File: src/logic/stp_pkg.sv
// Purpose: shared constants and types for the serial test port
// Assumes: 16-bit registers on a plain strobe port, baud ticks from an outside timer
// Notes: all offsets, keys, field positions and reset values live here
//
// What this block does
// - Diagnostic data leaves on one output pin only, with no receive path and no clock line.
// - A transmission carries one to six bytes, each sent as its own 12-bit packet.
// - A packet is a start bit, eight data bits, a parity bit and two stop bits, in order.
// - Bit timing advances once per baud timer overflow, so the line rate is that rate.
// - A control write not preceded by a correct first key is ignored.
// - A control write not followed by a correct second key is discarded, old value kept.
// - The first data register gives byte one from bits 7:0 and byte two from bits 15:8.
// - The second data register gives byte three low and byte four high.
// - The third data register gives byte five low and byte six high.
// - Control bits 4:2 hold the byte count, codes 000 to 101 meaning one to six bytes.
// - Control bit 0 enables the port; setting bit 1 resets it and control then reads zero.
// - Once enabled, sending waits until all data registers the count needs are written.
// - Control bits 8:5 read nonzero while a transmission runs and zero when it ends.

package stp_pkg;

    // ==========================================================
    // register map
    localparam logic [31:0] STP_ADDR_UNLOCK_FIRST = 32'hffff_0880;
    localparam logic [31:0] STP_ADDR_CONTROL = 32'hffff_0884;
    localparam logic [31:0] STP_ADDR_UNLOCK_SECOND = 32'hffff_0888;
    localparam logic [31:0] STP_ADDR_BYTES_ONE_TWO = 32'hffff_088c;
    localparam logic [31:0] STP_ADDR_BYTES_THREE_FOUR = 32'hffff_0890;
    localparam logic [31:0] STP_ADDR_BYTES_FIVE_SIX = 32'h0fff_0894;

    // ==========================================================
    // key values and reset values
    localparam logic [15:0] STP_KEY_FIRST = 16'h0007;
    localparam logic [15:0] STP_KEY_SECOND = 16'h00b9;
    localparam logic [15:0] STP_CTRL_RESET = 16'h0000;
    localparam logic [15:0] STP_DATA_RESET = 16'h0000;

    // ==========================================================
    // control field positions
    localparam int STP_CTRL_EN_BIT = 0;
    localparam int STP_CTRL_RST_BIT = 1;
    localparam int STP_CTRL_CNT_LSB = 2;
    localparam int STP_CTRL_STATE_LSB = 5;

    // ==========================================================
    // packet and transfer sizes
    localparam logic [3:0] STP_FRAME_BITS = 4'd12;
    localparam int STP_NUM_DATA_REGS = 3;
    localparam logic [2:0] STP_MAX_COUNT_CODE = 3'd5;

    // ==========================================================
    // carriers
    typedef struct packed {
        logic [2:0] count;
        logic port_reset;
        logic enable;
    } stp_ctrl_s;

    typedef struct packed {
        logic [31:0] addr;
        logic [15:0] wdata;
        logic wr;
        logic rd;
    } stp_bus_req_s;

    typedef enum logic [1:0] {
        STP_ST_IDLE,
        STP_ST_SEND,
        STP_ST_DRAIN
    } stp_state_e;

    // unpack a written control word
    function automatic stp_ctrl_s stp_ctrl_from_word(input logic [15:0] w);
        stp_ctrl_s c;
        c.enable = w[STP_CTRL_EN_BIT];
        c.port_reset = w[STP_CTRL_RST_BIT];
        c.count = w[STP_CTRL_CNT_LSB +: 3];
        return c;
    endfunction : stp_ctrl_from_word

endpackage : stp_pkg

File: src/logic/stp_packet_shift.sv
// Purpose: serialise one byte as a 12-bit packet on the baud tick
// Assumes: baud_tick is a one-cycle pulse from the baud timer
// Notes: ready rises as the last stop bit goes out, so a new load is gapless
`timescale 1ns/100ps

module stp_packet_shift
(
    // clock and reset
    input wire logic clk_sys,
    input wire logic resetn,
    // control
    input wire logic clear,
    input wire logic baud_tick,
    input wire logic load,
    input wire logic [7:0] load_byte,
    // status and line
    output logic ready,
    output logic idle,
    output logic tx_line
);
    import stp_pkg::*;

    logic [11:0] frame_q;
    logic [3:0] left_q;
    logic hold_q;
    logic line_q;

    // frame loading and shifting
    always_ff @(posedge clk_sys)
    begin
        if (!resetn || clear)
        begin
            frame_q <= '0;
            left_q <= '0;
        end
        else if (load && left_q == 4'd0)
        begin
            frame_q <= {2'b11, ^load_byte, load_byte, 1'b0};
            left_q <= STP_FRAME_BITS;
        end
        else if (baud_tick && left_q != 4'd0)
        begin
            frame_q <= {1'b1, frame_q[11:1]}; // lsb first
            left_q <= left_q - 4'd1;
        end
    end

    // line drive, changes only on a tick, or goes high on reset or clear
    always_ff @(posedge clk_sys)
    begin
        if (!resetn || clear)
            line_q <= 1'b1; // idle high
        else if (baud_tick && left_q != 4'd0)
            line_q <= frame_q[0];
    end

    // last stop bit still on the line
    always_ff @(posedge clk_sys)
    begin
        if (!resetn || clear)
            hold_q <= 1'b0;
        else if (baud_tick)
            hold_q <= (left_q == 4'd1);
    end

    assign ready = (left_q == 4'd0);
    assign idle = ready && !hold_q;
    assign tx_line = line_q; // single pin
endmodule : stp_packet_shift

File: src/logic/stp_serial_test_port.sv
// Purpose: key-protected transmit-only serial test port
// Assumes: bus strobes one cycle long, baud ticks from the baud timer
// Notes: control reads back its stored value with live state in bits 8:5
//
// The plain strobed port was chosen for this implementation.
`timescale 1ns/100ps

module stp_serial_test_port
(
    // clock and reset
    input wire logic clk_sys,
    input wire logic resetn,
    // register port
    input stp_pkg::stp_bus_req_s bus_req,
    output logic [15:0] rdata,
    // baud timer overflow
    input wire logic baud_tick,
    // serial pin
    output logic test_line
);
    import stp_pkg::*;

    // ==========================================================
    // decode helpers

    // index of the last byte for a count code, illegal codes act as six
    function automatic logic [2:0] last_index(input logic [2:0] code);
        return (code > STP_MAX_COUNT_CODE) ? STP_MAX_COUNT_CODE : code;
    endfunction : last_index

    // data registers a count code needs written
    function automatic logic [2:0] regs_needed(input logic [2:0] code);
        logic [2:0] li;
        li = last_index(code);
        unique case (li[2:1])
            2'd0: return 3'b001;
            2'd1: return 3'b011;
            default: return 3'b111;
        endcase
    endfunction : regs_needed

    // ==========================================================
    // access decode
    logic wr_key_first;
    logic wr_key_second;
    logic wr_control;
    logic any_access;
    logic [2:0] wr_data;

    assign wr_key_first = bus_req.wr && bus_req.addr == STP_ADDR_UNLOCK_FIRST;
    assign wr_key_second = bus_req.wr && bus_req.addr == STP_ADDR_UNLOCK_SECOND;
    assign wr_control = bus_req.wr && bus_req.addr == STP_ADDR_CONTROL;
    assign any_access = bus_req.wr || bus_req.rd;
    assign wr_data[0] = bus_req.wr && bus_req.addr == STP_ADDR_BYTES_ONE_TWO;
    assign wr_data[1] = bus_req.wr && bus_req.addr == STP_ADDR_BYTES_THREE_FOUR;
    assign wr_data[2] = bus_req.wr && bus_req.addr == STP_ADDR_BYTES_FIVE_SIX;

    // ==========================================================
    // unlock sequence
    logic key_armed_q;
    logic pend_q;
    stp_ctrl_s pend_val_q;
    logic commit;
    logic port_clr;

    // first key arms exactly the next access
    always_ff @(posedge clk_sys)
    begin
        if (!resetn)
            key_armed_q <= 1'b0;
        else if (any_access)
            key_armed_q <= wr_key_first && bus_req.wdata == STP_KEY_FIRST;
    end

    // control write held until the second key is seen
    always_ff @(posedge clk_sys)
    begin
        if (!resetn)
        begin
            pend_q <= 1'b0;
            pend_val_q <= '0;
        end
        else if (any_access)
        begin
            pend_q <= wr_control && key_armed_q; // unarmed write ignored
            if (wr_control)
                pend_val_q <= stp_ctrl_from_word(bus_req.wdata);
        end
    end

    // any other next access drops the pending write
    assign commit = pend_q && wr_key_second && bus_req.wdata == STP_KEY_SECOND;
    assign port_clr = commit && pend_val_q.port_reset;

    // ==========================================================
    // control register
    stp_ctrl_s ctrl_q;

    // only a completed sequence changes control
    always_ff @(posedge clk_sys)
    begin
        if (!resetn)
            ctrl_q <= stp_ctrl_from_word(STP_CTRL_RESET);
        else if (port_clr)
            ctrl_q <= '0; // port reset reads back zero
        else if (commit)
            ctrl_q <= pend_val_q;
    end

    // ==========================================================
    // data holding registers
    logic [15:0] data_q [STP_NUM_DATA_REGS];
    logic [2:0] written_q;
    logic start;

    generate
        for (genvar i = 0; i < STP_NUM_DATA_REGS; i++)
        begin : g_data
            // one holding register, two bytes
            always_ff @(posedge clk_sys)
            begin
                if (!resetn || port_clr)
                    data_q[i] <= STP_DATA_RESET;
                else if (wr_data[i])
                    data_q[i] <= bus_req.wdata;
            end

            // register filled since the last start
            always_ff @(posedge clk_sys)
            begin
                if (!resetn || port_clr)
                    written_q[i] <= 1'b0;
                else if (wr_data[i])
                    written_q[i] <= 1'b1;
                else if (start)
                    written_q[i] <= 1'b0;
            end
        end
    endgenerate

    // ==========================================================
    // transfer sequencer
    stp_state_e state_q;
    logic [2:0] idx_q;
    logic [2:0] last_idx;
    logic all_written;
    logic sh_ready;
    logic sh_idle;
    logic sh_load;
    logic [7:0] sh_byte;
    logic stop_port;
    logic [2:0] load_idx;

    assign last_idx = last_index(ctrl_q.count);
    assign all_written = (written_q & regs_needed(ctrl_q.count)) == regs_needed(ctrl_q.count);
    assign stop_port = !ctrl_q.enable || port_clr;
    assign start = state_q == STP_ST_IDLE && ctrl_q.enable && all_written;

    // next byte to hand to the shifter
    always_comb
    begin
        load_idx = idx_q + 3'd1;
        sh_load = 1'b0;
        if (start)
        begin
            load_idx = 3'd0;
            sh_load = 1'b1;
        end
        else if (state_q == STP_ST_SEND && sh_ready && idx_q != last_idx)
            sh_load = 1'b1; // back to back
    end

    // byte select, low half first
    assign sh_byte = load_idx[0] ? data_q[load_idx[2:1]][15:8] : data_q[load_idx[2:1]][7:0];

    // state and byte index
    always_ff @(posedge clk_sys)
    begin
        if (!resetn || stop_port)
        begin
            state_q <= STP_ST_IDLE;
            idx_q <= 3'd0;
        end
        else
        begin
            unique case (state_q)
                STP_ST_IDLE:
                    if (start)
                    begin
                        state_q <= STP_ST_SEND;
                        idx_q <= 3'd0;
                    end
                STP_ST_SEND:
                    if (sh_ready)
                    begin
                        if (idx_q == last_idx)
                            state_q <= STP_ST_DRAIN;
                        else
                            idx_q <= load_idx;
                    end
                STP_ST_DRAIN:
                    if (sh_idle)
                        state_q <= STP_ST_IDLE;
                default:
                    state_q <= STP_ST_IDLE;
            endcase
        end
    end

    // packet shifter
    stp_packet_shift u_shift
    (
        .clk_sys(clk_sys),
        .resetn(resetn),
        .clear(stop_port),
        .baud_tick(baud_tick),
        .load(sh_load),
        .load_byte(sh_byte),
        .ready(sh_ready),
        .idle(sh_idle),
        .tx_line(test_line)
    );

    // ==========================================================
    // read path
    logic [3:0] state_bits;
    logic [15:0] rdata_q;
    logic [15:0] ctrl_word;

    // byte number being sent, zero when quiet
    assign state_bits = (state_q == STP_ST_IDLE) ? 4'd0 : {1'b0, idx_q} + 4'd1;
    assign ctrl_word = {7'd0, state_bits, ctrl_q.count, ctrl_q.port_reset, ctrl_q.enable};

    // read data for one cycle after the strobe
    always_ff @(posedge clk_sys)
    begin
        if (!resetn || !bus_req.rd)
            rdata_q <= '0;
        else
        begin
            unique case (bus_req.addr)
                STP_ADDR_CONTROL: rdata_q <= ctrl_word;
                STP_ADDR_BYTES_ONE_TWO: rdata_q <= data_q[0];
                STP_ADDR_BYTES_THREE_FOUR: rdata_q <= data_q[1];
                STP_ADDR_BYTES_FIVE_SIX: rdata_q <= data_q[2];
                default: rdata_q <= '0; // keys and unmapped read zero
            endcase
        end
    end

    assign rdata = rdata_q;
endmodule : stp_serial_test_port

File: config.mk
export PLATFORM = sky130hd
export DESIGN_NAME = stp_serial_test_port
export DESIGN_NICKNAME = d
export VERILOG_FILES = /design/src/logic/stp_pkg.sv /design/src/logic/stp_packet_shift.sv /design/src/logic/stp_serial_test_port.sv
export SDC_FILE = /design/constraint.sdc
export NUM_CORES = 1
export LEC_CHECK = 0
export BUFFER_PORTS_ARGS = -buffer_cell sky130_fd_sc_hd__buf_2
export CELL_PAD_IN_SITES_DETAIL_PLACEMENT = 0
export CELL_PAD_IN_SITES_GLOBAL_PLACEMENT = 2
export CORE_ASPECT_RATIO = 1.25
export CORE_MARGIN = 2
export CORE_UTILIZATION = 36
export CTS_CLUSTER_DIAMETER = 120
export DETAILED_ROUTE_END_ITERATION = 10
export PLACE_DENSITY = 0.82
export SLEW_MARGIN = 20
export SYNTH_ARGS = -nofsm -noshare
export SYNTH_HDL_FRONTEND = slang
export SYNTH_HIERARCHICAL = 1
export SYNTH_SLANG_ARGS = --single-unit
File: constraint.sdc
create_clock -name clk_sys -period 3.62 [get_ports clk_sys]
set_input_delay 0.543 -clock clk_sys [delete_from_list [all_inputs] [get_ports clk_sys]]
set_output_delay 0.543 -clock clk_sys [all_outputs]
set_load 0.02 [all_outputs]
## Word-level counts from Yosys, hierarchy flattened

Memories as Yosys holds them, arrays and structs flattened.
Index checks and enable logic that the tools add are counted.

| word-level totals | value |
|---|---|
| flip-flop bits (word level) | 54 |
| bits in writable memories | 48 |
| input port bits | 53 |
| output and inout bits | 17 |
| memories kept | 1 |

Memory list:

| memory | words | width | read ports | clocked after memory_dff | wr ports | line | text |
|---|---|---|---|---|---|---|---|
| data_q | 3 | 16 | 4 | 0 | 3 | stp_serial_test_port.sv:112 | `logic [15:0] data_q [STP_NUM_DATA_REGS];` |

| cells by class | value |
|---|---|
| add/sub/neg operators | 3 |
| $lt $le $gt $ge | 1 |
| equal/unequal tests | 20 |
| mux-type cells | 39 |
| bitwise gates (word level) | 5 |
| reduce and logical (&&, ||, !) cells | 42 |

Operators with widths:

| operator | number |
|---|---|
| 32-bit equality test (second input constant) | 5 |
| 16-bit case mux with 4 select lines | 1 |
| 16-bit two-way mux | 3 |
| 32-bit by 28-bit equality test with 1-bit output (second input constant) | 1 |
| 12-bit two-way mux | 2 |
| 1-bit logical AND | 18 |
| 1-bit two-way mux | 17 |
| 16-bit by 3-bit equality test with 1-bit output (second input constant) | 1 |
| 16-bit by 8-bit equality test with 1-bit output (second input constant) | 1 |
| 3-bit two-way mux | 5 |
| 4-bit two-way mux | 3 |
| 3-bit case mux with 2 select lines | 2 |
| 2-bit nonzero test | 5 |
| 2-bit two-way mux | 4 |
| 8-bit two-way mux | 1 |
| 2-bit != test (second input constant) | 4 |
| 4-bit AND reduction | 2 |
| 8-bit parity | 1 |
| 3-bit equality test | 2 |
| 2-bit case mux with 3 select lines | 1 |
| 1-bit logical OR | 5 |
| 3-bit by 1-bit adder with 4-bit output (second input constant) | 1 |
| 2-bit by 1-bit equality test with 1-bit output (second input constant) | 2 |
| 4-bit by 1-bit equality test with 1-bit output (second input constant) | 1 |
| 15 further kinds | 22 |

## Longest topological paths before layout

Gate-level depths: netlist of the first run.
An unclocked memory read counts as a cell.

| depth | value |
|---|---|
| depth after elaboration | 12 |
| mapped depth | 11 |

## Hierarchy

Netlist of the first run, hierarchy kept.

Modules (own cells, without submodules):

| module | times used | cells each | area each (sq um) |
|---|---|---|---|
| stp_serial_test_port | 1 | 434 | 4227.8 |
| stp_packet_shift | 1 | 96 | 902.1 |

## Worst setup path after synthesis of the first run

OpenSTA, ideal clock, no wires.

| timing path | value |
|---|---|
| path kind | input to register |
| start point | input bus_req[32] (netlist bit) |
| end point | memory data_q[1][0] (enable) |
| setup time | 0.375 ns |
| arrival time | 2.582 ns |
| path slack | 0.662 ns |
| stages | 6 |
| path buffers | 1 |
| path through | or4_4 -> or3_1 -> nor4_4 -> buf_2 -> nand2_1 -> nand3_1 |

RTL lines:

| element | line | text |
|---|---|---|
| from (decl) | stp_serial_test_port.sv:14 | `input stp_pkg::stp_bus_req_s bus_req,` |
| to (decl) | stp_serial_test_port.sv:112 |  |

## Worst setup path in the final report of the first run

| timing path | value |
|---|---|
| start point | input bus_req[8] (netlist bit) |
| end point | register u_shift.frame_q[9] |

| between the ends | value |
|---|---|
| longest elaborated chain between the ends | 5 |

RTL lines:

| element | line | text |
|---|---|---|
| 16-bit by 8-bit equality test with 1-bit output | stp_serial_test_port.sv:92 | `assign commit = pend_q && wr_key_second && bus_req.wdata == STP_KEY_SECOND;` |
| 1-bit logical AND | stp_serial_test_port.sv:92 |  |
| 1-bit logical AND | stp_serial_test_port.sv:93 | `assign port_clr = commit && pend_val_q.port_reset;` |
| 1-bit logical OR | stp_serial_test_port.sv:156 | `assign stop_port = !ctrl_q.enable \|\| port_clr;` |
| named net stop_port | stp_serial_test_port.sv:151 | `logic stop_port;` |
| 1-bit logical OR | stp_packet_shift.sv:31 | `if (!resetn \|\| clear)` |
| to (signal assigned) | stp_packet_shift.sv:38 | `frame_q <= {2'b11, ^load_byte, load_byte, 1'b0};` |
| to (signal assigned) | stp_packet_shift.sv:43 | `frame_q <= {1'b1, frame_q[11:1]};` |
| to (decl) | stp_packet_shift.sv:23 | `logic [11:0] frame_q;` |

The timed path passes the listed nets, and every way through them passes these cells.
A chain may end at the register's enable or synchronous reset.

==> out/metrics.csv, run 1 <==
stage;metric;value;unit
power_and_ir_drop;clock share of power;0.427;
yosys;syn_nets;587;
routing;Starting DRT DRC Count;314;
yosys;Synth top area share;0.2810;
global_route;layer with the highest usage;met2;
cts;TritonCTS Sinks;102;
critical_path;crit-path max FO;14;
cts;clock-pin slew on the worst setup and hold paths;70;ps
placed_design;DP Cell Count;760;
placed_design;IO buf count;69;
critical_path;Critical Path Start Type;primary input;
critical_path;Worst Path Required;3840;ps
routing;drt first pass iters;5;
finish;synthesis-to-layout area growth;17.02;%
global_route;grt met3 use;0.03212;
cts;CTS max path bufs;2;
floorplan;row count;48;
critical_path;Critical Path Max Stage Delay;630;ps
placed_design;Placement Setup Slack;494.7;ps
flow_run;Max-cap violations;0;
yosys;cells after synthesis;530;
power_and_ir_drop;Seq pwr share;0.517;
yosys;post-synthesis sequential area ratio;0.4917;
yosys;Post-synth EDFFs;48;
power_and_ir_drop;switching share of total power;0.2175;
routing;vias per cell;5.589;
critical_path;Buf/Inv on CP;1;
cts;H-tree lvl count;3;
critical_path;WS Path Type;primary input to flip-flop;
power_and_ir_drop;Comb power frac;0.057;
status;status;complete, no violations;
sta;crit share post-route;0.7644;
yosys;Post-Synth Simple-Gate Area;0.2337;
finish;n_diodes;0;
floorplan;core region area;0.01387;mm^2
yosys;fraction of registers with async set/reset;0;
power_and_ir_drop;pwr/cell area;403.1;mW/mm^2
sta;Final Skew;5.605;ps
critical_path;CP cell instances;buf_2 > or4_1 > nor4_1 > and4_1 > nand2_1 > nand2_1 > nand2b_1 > o22ai_1;
power_and_ir_drop;Psw;526.3;uW
global_route;largest net degree at the start of global routing;27;
critical_path;Setup crit end kind;flip-flop;
sta;unrepaired setup endpoints after global routing;false;
yosys;dominant cells by area after synthesis;edfxtp_1 28%, dfxtp_1 21%, nor2_1 5.6%;
power_and_ir_drop;Internal;1.894;mW
sta;setup tns final;0;ps
sta;final hold violations;0;
yosys;Netlist cell types;60;
sta;Final Slew Violations;0;
yosys;largest family of logic cells by synthesized area;simple AND/OR/NAND/NOR gates;
floorplan;die area;0.01523;mm^2
routing;via count;4337;
floorplan;Die X-Extent;110.8;um
global_route;met1 usage;0.2383;
floorplan;IO Pins;70;
routing;DR WL/cell;19.01;um
sta;Period minus WS final;2767;ps
critical_path;crit path DAT;2990;ps
floorplan;initial core utilization;0.3698;
finish;fin util;0.4327;
yosys;mux contribution to synthesized area;0.02927;
yosys;Top FF cell, synth;dfxtp_1;
routing;Routed Antenna Nets;0;
yosys;adder-cell share of the synthesized area;0.009756;
global_route;first-pass GRT wire length;23780;um
cts;Resize count post-CTS;0;
global_route;vias in the first global route;4465;
sta;final setup margin;852.8;ps
cts;worst-skew pair later-pin latency;350;ps
global_route;initial antenna violation count;0;
cts;clk root buf;clkbuf_16;
cts;Post-CTS Setup Bufs;0;
yosys;XOR/XNOR Fraction of Synth Area;0.02390;
yosys;Synthesis Warnings;6;
global_route;M2 GR Usage;0.3592;
power_and_ir_drop;total power;2.420;mW
placed_design;routability cong.;0.8665;
routing;WL final;14750;um
yosys;Seq cells post-synth;102;
placed_design;DP HPWL;10950;um
floorplan;die height;137.5;um
critical_path;CP most frequent cell;nand2_1;
cts;CTS tree;built;
sta;Slew HR;0.5988;
cts;Hold Buf Count CTS;0;
min_path;worst hold path type;flip-flop to flip-flop;
sta;Worst-Margin Slew;600.3;ps
finish;net count reported at finish;653;
yosys;Syn Std Cell Area;0.005130;mm^2
power_and_ir_drop;P_leak;2.087;nW
critical_path;delay-heaviest family, CP;simple AND/OR/NAND/NOR gates;
sta;Final Setup Violations;0;
critical_path;critical path's slowest cell;or4_1;
yosys;area leader, netlist;edfxtp_1;
global_route;total track usage;0.1993;
yosys;Syn Area/Cell;9.679;um^2
power_and_ir_drop;maximum vdd drop;0.3350;mV
yosys;Synth Area in Compound Gates;0.1678;
cts;clock buffer count from CTS;9;
routing;DRC Markers;0;
finish;Cell Count, Final, Fillers Out;776;
global_route;GRT overflow;0;
finish;share of layout cells above drive strength 1;0.2047;
sta;achievable frequency;0.3614;GHz
## per-stage QoR
stage          area, um^2  hold WS, ps
2_1_floorplan        5130        409.0
3_3_place_gp         5689        428.1
3_5_place_dp         5689        430.8
4_1_cts              6003        441.4
5_1_grt              6003        466.5
6_report             6003        439.2
## metal layers
layer  routed length, um  vias to the layer above  share of wire
li1                    -                     2077              -
met1                6145                     2078           0.42
met2                7459                      152           0.51
met3                 728                       30          0.049
met4                 415                        0          0.028
met5                   0                        -              0
## worst reg2reg max path, cell delays in order, from the launching register on
cell      delay, ps
dfxtp_1         360
ha_1            600
nand2_1         360
o221ai_1        410
o22ai_1         200
xor2_1          190
xnor2_1         160
xnor2_1         210
o22ai_1          90
## cell usage after synthesis (all sizes together) (3+ instances only)
master / number
o221ai: 7
or4: 5
nor2: 77
mux2i: 15
o22ai: 10
a21boi: 5
or3: 11
and2: 3
nand3b: 5
xnor2: 7
nor3b: 3
nand2b: 11
nor4: 8
clkbuf: 24
ha: 4
nand4b: 3
nand4: 9
a31oi: 8
xor2: 7
nor2b: 8
a22o: 4
o31ai: 3
nand2: 48
edfxtp: 48
o2bb2ai: 5
nor3: 20
nand3: 10
a32o: 7
a22oi: 25
a21oi: 27
inv: 13
dfxtp: 54
o21ai: 4
buf: 11
## power by group through the flow
stage	combinational [mW]	sequential, mW	clock (mW)
after global routing	0.149	1.25	1.09
after global placement	0.134	1.27	0
after floorplan	0.0720	1.27	0
after CTS	0.137	1.25	1.05
after detailed placement	0.137	1.28	0
final	0.137	1.25	1.03
## flip-flops by register name, indices dropped and copies added, names as in the netlist, 2 cells and up
register / flops
state_q: 2
pend_val_q: 5
u_shift/frame_q: 12
data_q: 48
rdata: 16
u_shift/left_q: 4
idx_q: 3
ctrl_q: 5
written_q: 3
## cell type report
cell class	instances	area, um^2
Fill cell	1332	7870
Clock buffer	11	232.7
Inverter	13	48.80
Sequential cell	102	2522
Clock inverter	5	81.33
Timing Repair Buffer	90	503.0
Multi-Input combinational cell	380	2396
Tap cell	175	219.0
## path summary, 6_finish.rpt
kind                            startpoint                  to  slack (ps)  cells after the start
worst max-delay path            bus_req[8]  u_shift/frame_q[9]         850                      8
worst min register to register   ctrl_q[1]           ctrl_q[1]         440                      2
worst max register to register    idx_q[1]  u_shift/frame_q[9]         930                      8
worst min-delay path             ctrl_q[1]           ctrl_q[1]         440                      2
## cell usage in the layout, fill, tap and decap left out, types with 15 or more instances in the layout
master     n
a21oi_1   27
a22oi_1   21
buf_2     69
buf_4     21
dfxtp_1   54
edfxtp_1  48
mux2i_1   15
nand2_1   48
nor2_1    77
nor3_1    20
## cells by family (layout without fill, tap and decap cells)
kind of cell | after synthesis | count (layout)
AO/OA/AOI/OAI | 117 | 117
XOR/XNOR | 14 | 14
adder cells (fa/ha/maj) | 4 | 4
buffers and inverters | 48 | 119
flip-flops | 102 | 102
multiplexers | 15 | 15
AND/OR/NAND/NOR | 230 | 230
Note: power is estimated with default switching activity, not from simulation.
==> run 2: changes to the inputs <==
Clock period 3.62 ns to 2.65 ns, I/O delays scaled along.
==> run 2 against run 1 <==
Via count grew 1.1%; first-iteration DRC count grew 39%; hold slack lost 85 ps; sequential share of layout area shrank 1.3 points; global-route usage shrank 0.69 points; flip-flop and latch count is the same; die area is the same; cell count grew 2.7%.
==> out/metrics.csv, run 2 (synthesized netlist as in run 1, its figures left out) <==
stage;metric;value;unit;change
placed_design;IO buf count;69;;unchanged
cts;H-tree lvl count;3;;unchanged
finish;n_diodes;0;;unchanged
floorplan;core region area;0.01387;mm^2;unchanged
placed_design;Post-DP Area;0.005902;mm^2;+3.7%
finish;register name with the most flops;data_q;;
global_route;initial antenna violation count;0;;unchanged
cts;CTS max path bufs;2;;unchanged
sta;Final Slew Violations;0;;unchanged
sta;Slew HR;0.5980;;-0.0008010
critical_path;Critical Path Start Type;flip-flop;;
sta;Final Skew;6.733;ps;+1.127 ps
critical_path;critical path's slowest cell;dfxtp_1;;
critical_path;Worst Reg-to-Reg Cells;11;;+3
placed_design;DP HPWL;11170;um;+2.1%
power_and_ir_drop;maximum vdd drop;0.3229;mV;-3.6%
critical_path;Setup crit end kind;flip-flop;;
critical_path;CP cell instances;ha_1 > xnor2_2 > buf_4 > nor2_1 > a21oi_1 > o22ai_1 > a21oi_1 > xor2_1 > xnor2_1 > xnor2_1 > o22ai_1;;
cts;CTS tree;built;;
cts;TritonCTS Sinks;102;;unchanged
floorplan;die height;137.5;um;unchanged
status;status;complete, no violations;;
finish;net count reported at finish;674;;+3.2%
floorplan;initial core utilization;0.3698;;unchanged
critical_path;Critical Path Max Stage Delay;320;ps;-310 ps
global_route;first-pass GRT wire length;22800;um;-4.1%
sta;final hold violations;0;;unchanged
cts;clock buffer count from CTS;9;;unchanged
min_path;HP Start;bus_req[3];;
routing;DRC Markers;0;;unchanged
finish;Design Area, Final;0.006188;mm^2;+3.1%
finish;most common library cell in the layout ignoring fill and taps;nor2_1;;
sta;Period minus WS final;2423;ps;
min_path;WHS Path Cells;3;;+1
routing;drt first pass iters;5;;unchanged
routing;DR WL/cell;18.35;um;-3.5%
critical_path;Buf/Inv on CP;1;;unchanged
finish;share of layout cells above drive strength 1;0.2363;;+0.03168
critical_path;worst r2r src;idx_q[0];;
placed_design;routability cong.;0.8292;;-4.3%
cts;clk root buf;clkbuf_16;;
critical_path;Worst Path Required;2890;ps;-950 ps
critical_path;crit path DAT;2660;ps;-330 ps
sta;crit share post-route;0.9144;;
power_and_ir_drop;P_leak;2.204;nW;+5.6%
cts;Post-CTS Setup Bufs;0;;unchanged
floorplan;die area;0.01523;mm^2;unchanged
critical_path;r2r endpoint;u_shift/frame_q[9];;
critical_path;crit-path max FO;10;;-4
sta;unrepaired setup endpoints after global routing;false;;
cts;clock-pin slew on the worst setup and hold paths;70;ps;about the same
routing;via count;4383;;+1.1%
sta;setup tns final;0;ps;unchanged
power_and_ir_drop;pwr/cell area;513.6;mW/mm^2;+27%
global_route;vias in the first global route;4174;;-6.5%
global_route;total track usage;0.1924;;-0.006882
floorplan;row count;48;;unchanged
finish;Largest register FFs;48;;unchanged
routing;vias per cell;5.499;;-1.6%
global_route;GRT overflow;0;;unchanged
min_path;Worst Hold End;pend_val_q[1];;
floorplan;IO Pins;70;;unchanged
critical_path;Reg2Reg Setup Slack;230;ps;-700 ps
routing;Starting DRT DRC Count;437;;+39%
critical_path;delay-heaviest family, CP;XOR/XNOR gates;;
floorplan;Die X-Extent;110.8;um;unchanged
global_route;largest net degree at the start of global routing;25;;-7.4%
finish;synthesis-to-layout area growth;20.63;%;
routing;Routed Antenna Nets;0;;unchanged
finish;most frequent cells in the layout;77 x nor2_1, 69 x buf_2, 54 x dfxtp_1;;
cts;worst-skew pair later-pin latency;350;ps;about the same
routing;WL final;14620;um;-0.85%
flow_run;Max-cap violations;0;;unchanged
sta;Worst-Margin Slew;591.3;ps;-9.043 ps
sta;Worst Hold Slack;354.5;ps;-84.67 ps
power_and_ir_drop;total power;3.178;mW;+31%
min_path;worst hold path type;primary input to flip-flop;;
sta;achievable frequency;0.4127;GHz;
critical_path;WS Path Type;flip-flop to flip-flop;;
sta;Final Setup Violations;0;;unchanged
==> run 2: cell types whose count changed in the layout (fill, tap and decap cells not counted), moves of 2 or more <==
cell	delta
clkbuf_1	-2
inv_6	+2
buf_4	+17
buf_12	+4
bufinv_16	-2
==> run 2: what timing repair did <==
item / 4_1_cts / 5_1_grt
endpoints found under the setup margin: 0 / 2
hold buffers: 0 / 0
gates resized for setup: 0 / 1
==> run 2: area by class of cell <==
class	instances	area (um^2)
fillers	1338	7685
flip-flops and latches	102	2522
multi-input cells	380	2405
repair buffers	111	710.7
clock buffers	10	239.0
well taps	175	219.0
inverters	13	48.80
clock inverters	6	43.79
==> run 2: report_power, final <==
| group | switching [mW] | leakage, nW | internal [mW] | total, mW |
|---|---|---|---|---|
| Combinational | 0.111 | 1.17 | 0.0831 | 0.194 |
| Sequential | 0.0295 | 0.890 | 1.68 | 1.71 |
| Clock | 0.601 | 0.142 | 0.670 | 1.27 |
| Total | 0.742 | 2.20 | 2.44 | 3.18 |
==> run 2: routing by layer <==
layer | up-vias | global-route usage | wire length [um]
met1 | 2070 | 0.2438 | 6303
li1 | 2132 | - | -
met2 | 165 | 0.3381 | 7284
met4 | 0 | 0.07222 | 254
met3 | 16 | 0.02464 | 781
met5 | - | 0 | 0
==> run 2: worst register-to-register path: stages, from the launching register on <==
cell	delay [ps]
dfxtp_1	320
ha_1	250
xnor2_2	290
buf_4	240
nor2_1	60
a21oi_1	200
o22ai_1	110
a21oi_1	270
xor2_1	200
xnor2_1	150
xnor2_1	150
o22ai_1	80
==> run 2: how the worst max path moves through the flow <==
stage / start / end / cells past startpoint
6_report: idx_q[0] / u_shift/frame_q[9] / 11
5_1_grt: idx_q[0] / u_shift/frame_q[9] / 11
4_1_cts: idx_q[0] / u_shift/frame_q[9] / 8
3_5_place_dp: bus_req[8] / u_shift/frame_q[10] / 9
3_3_place_gp: bus_req[32] / data_q[1][11] / 7
2_1_floorplan: bus_req[32] / data_q[0][0] / 5
==> run 2: stage by stage <==
| step | setup WS (ps) | utilization | std cells |
|---|---|---|---|
| final | 227.0 | 0.4461 | 797 |
| after global routing | 89.02 | 0.4461 | 797 |
| after CTS | 161.3 | 0.4458 | 797 |
| after detailed placement | 108.1 | 0.4254 | 781 |
| after global placement | 170.5 | 0.4254 | 781 |
| after floorplan | 2.033 | - | 530 |
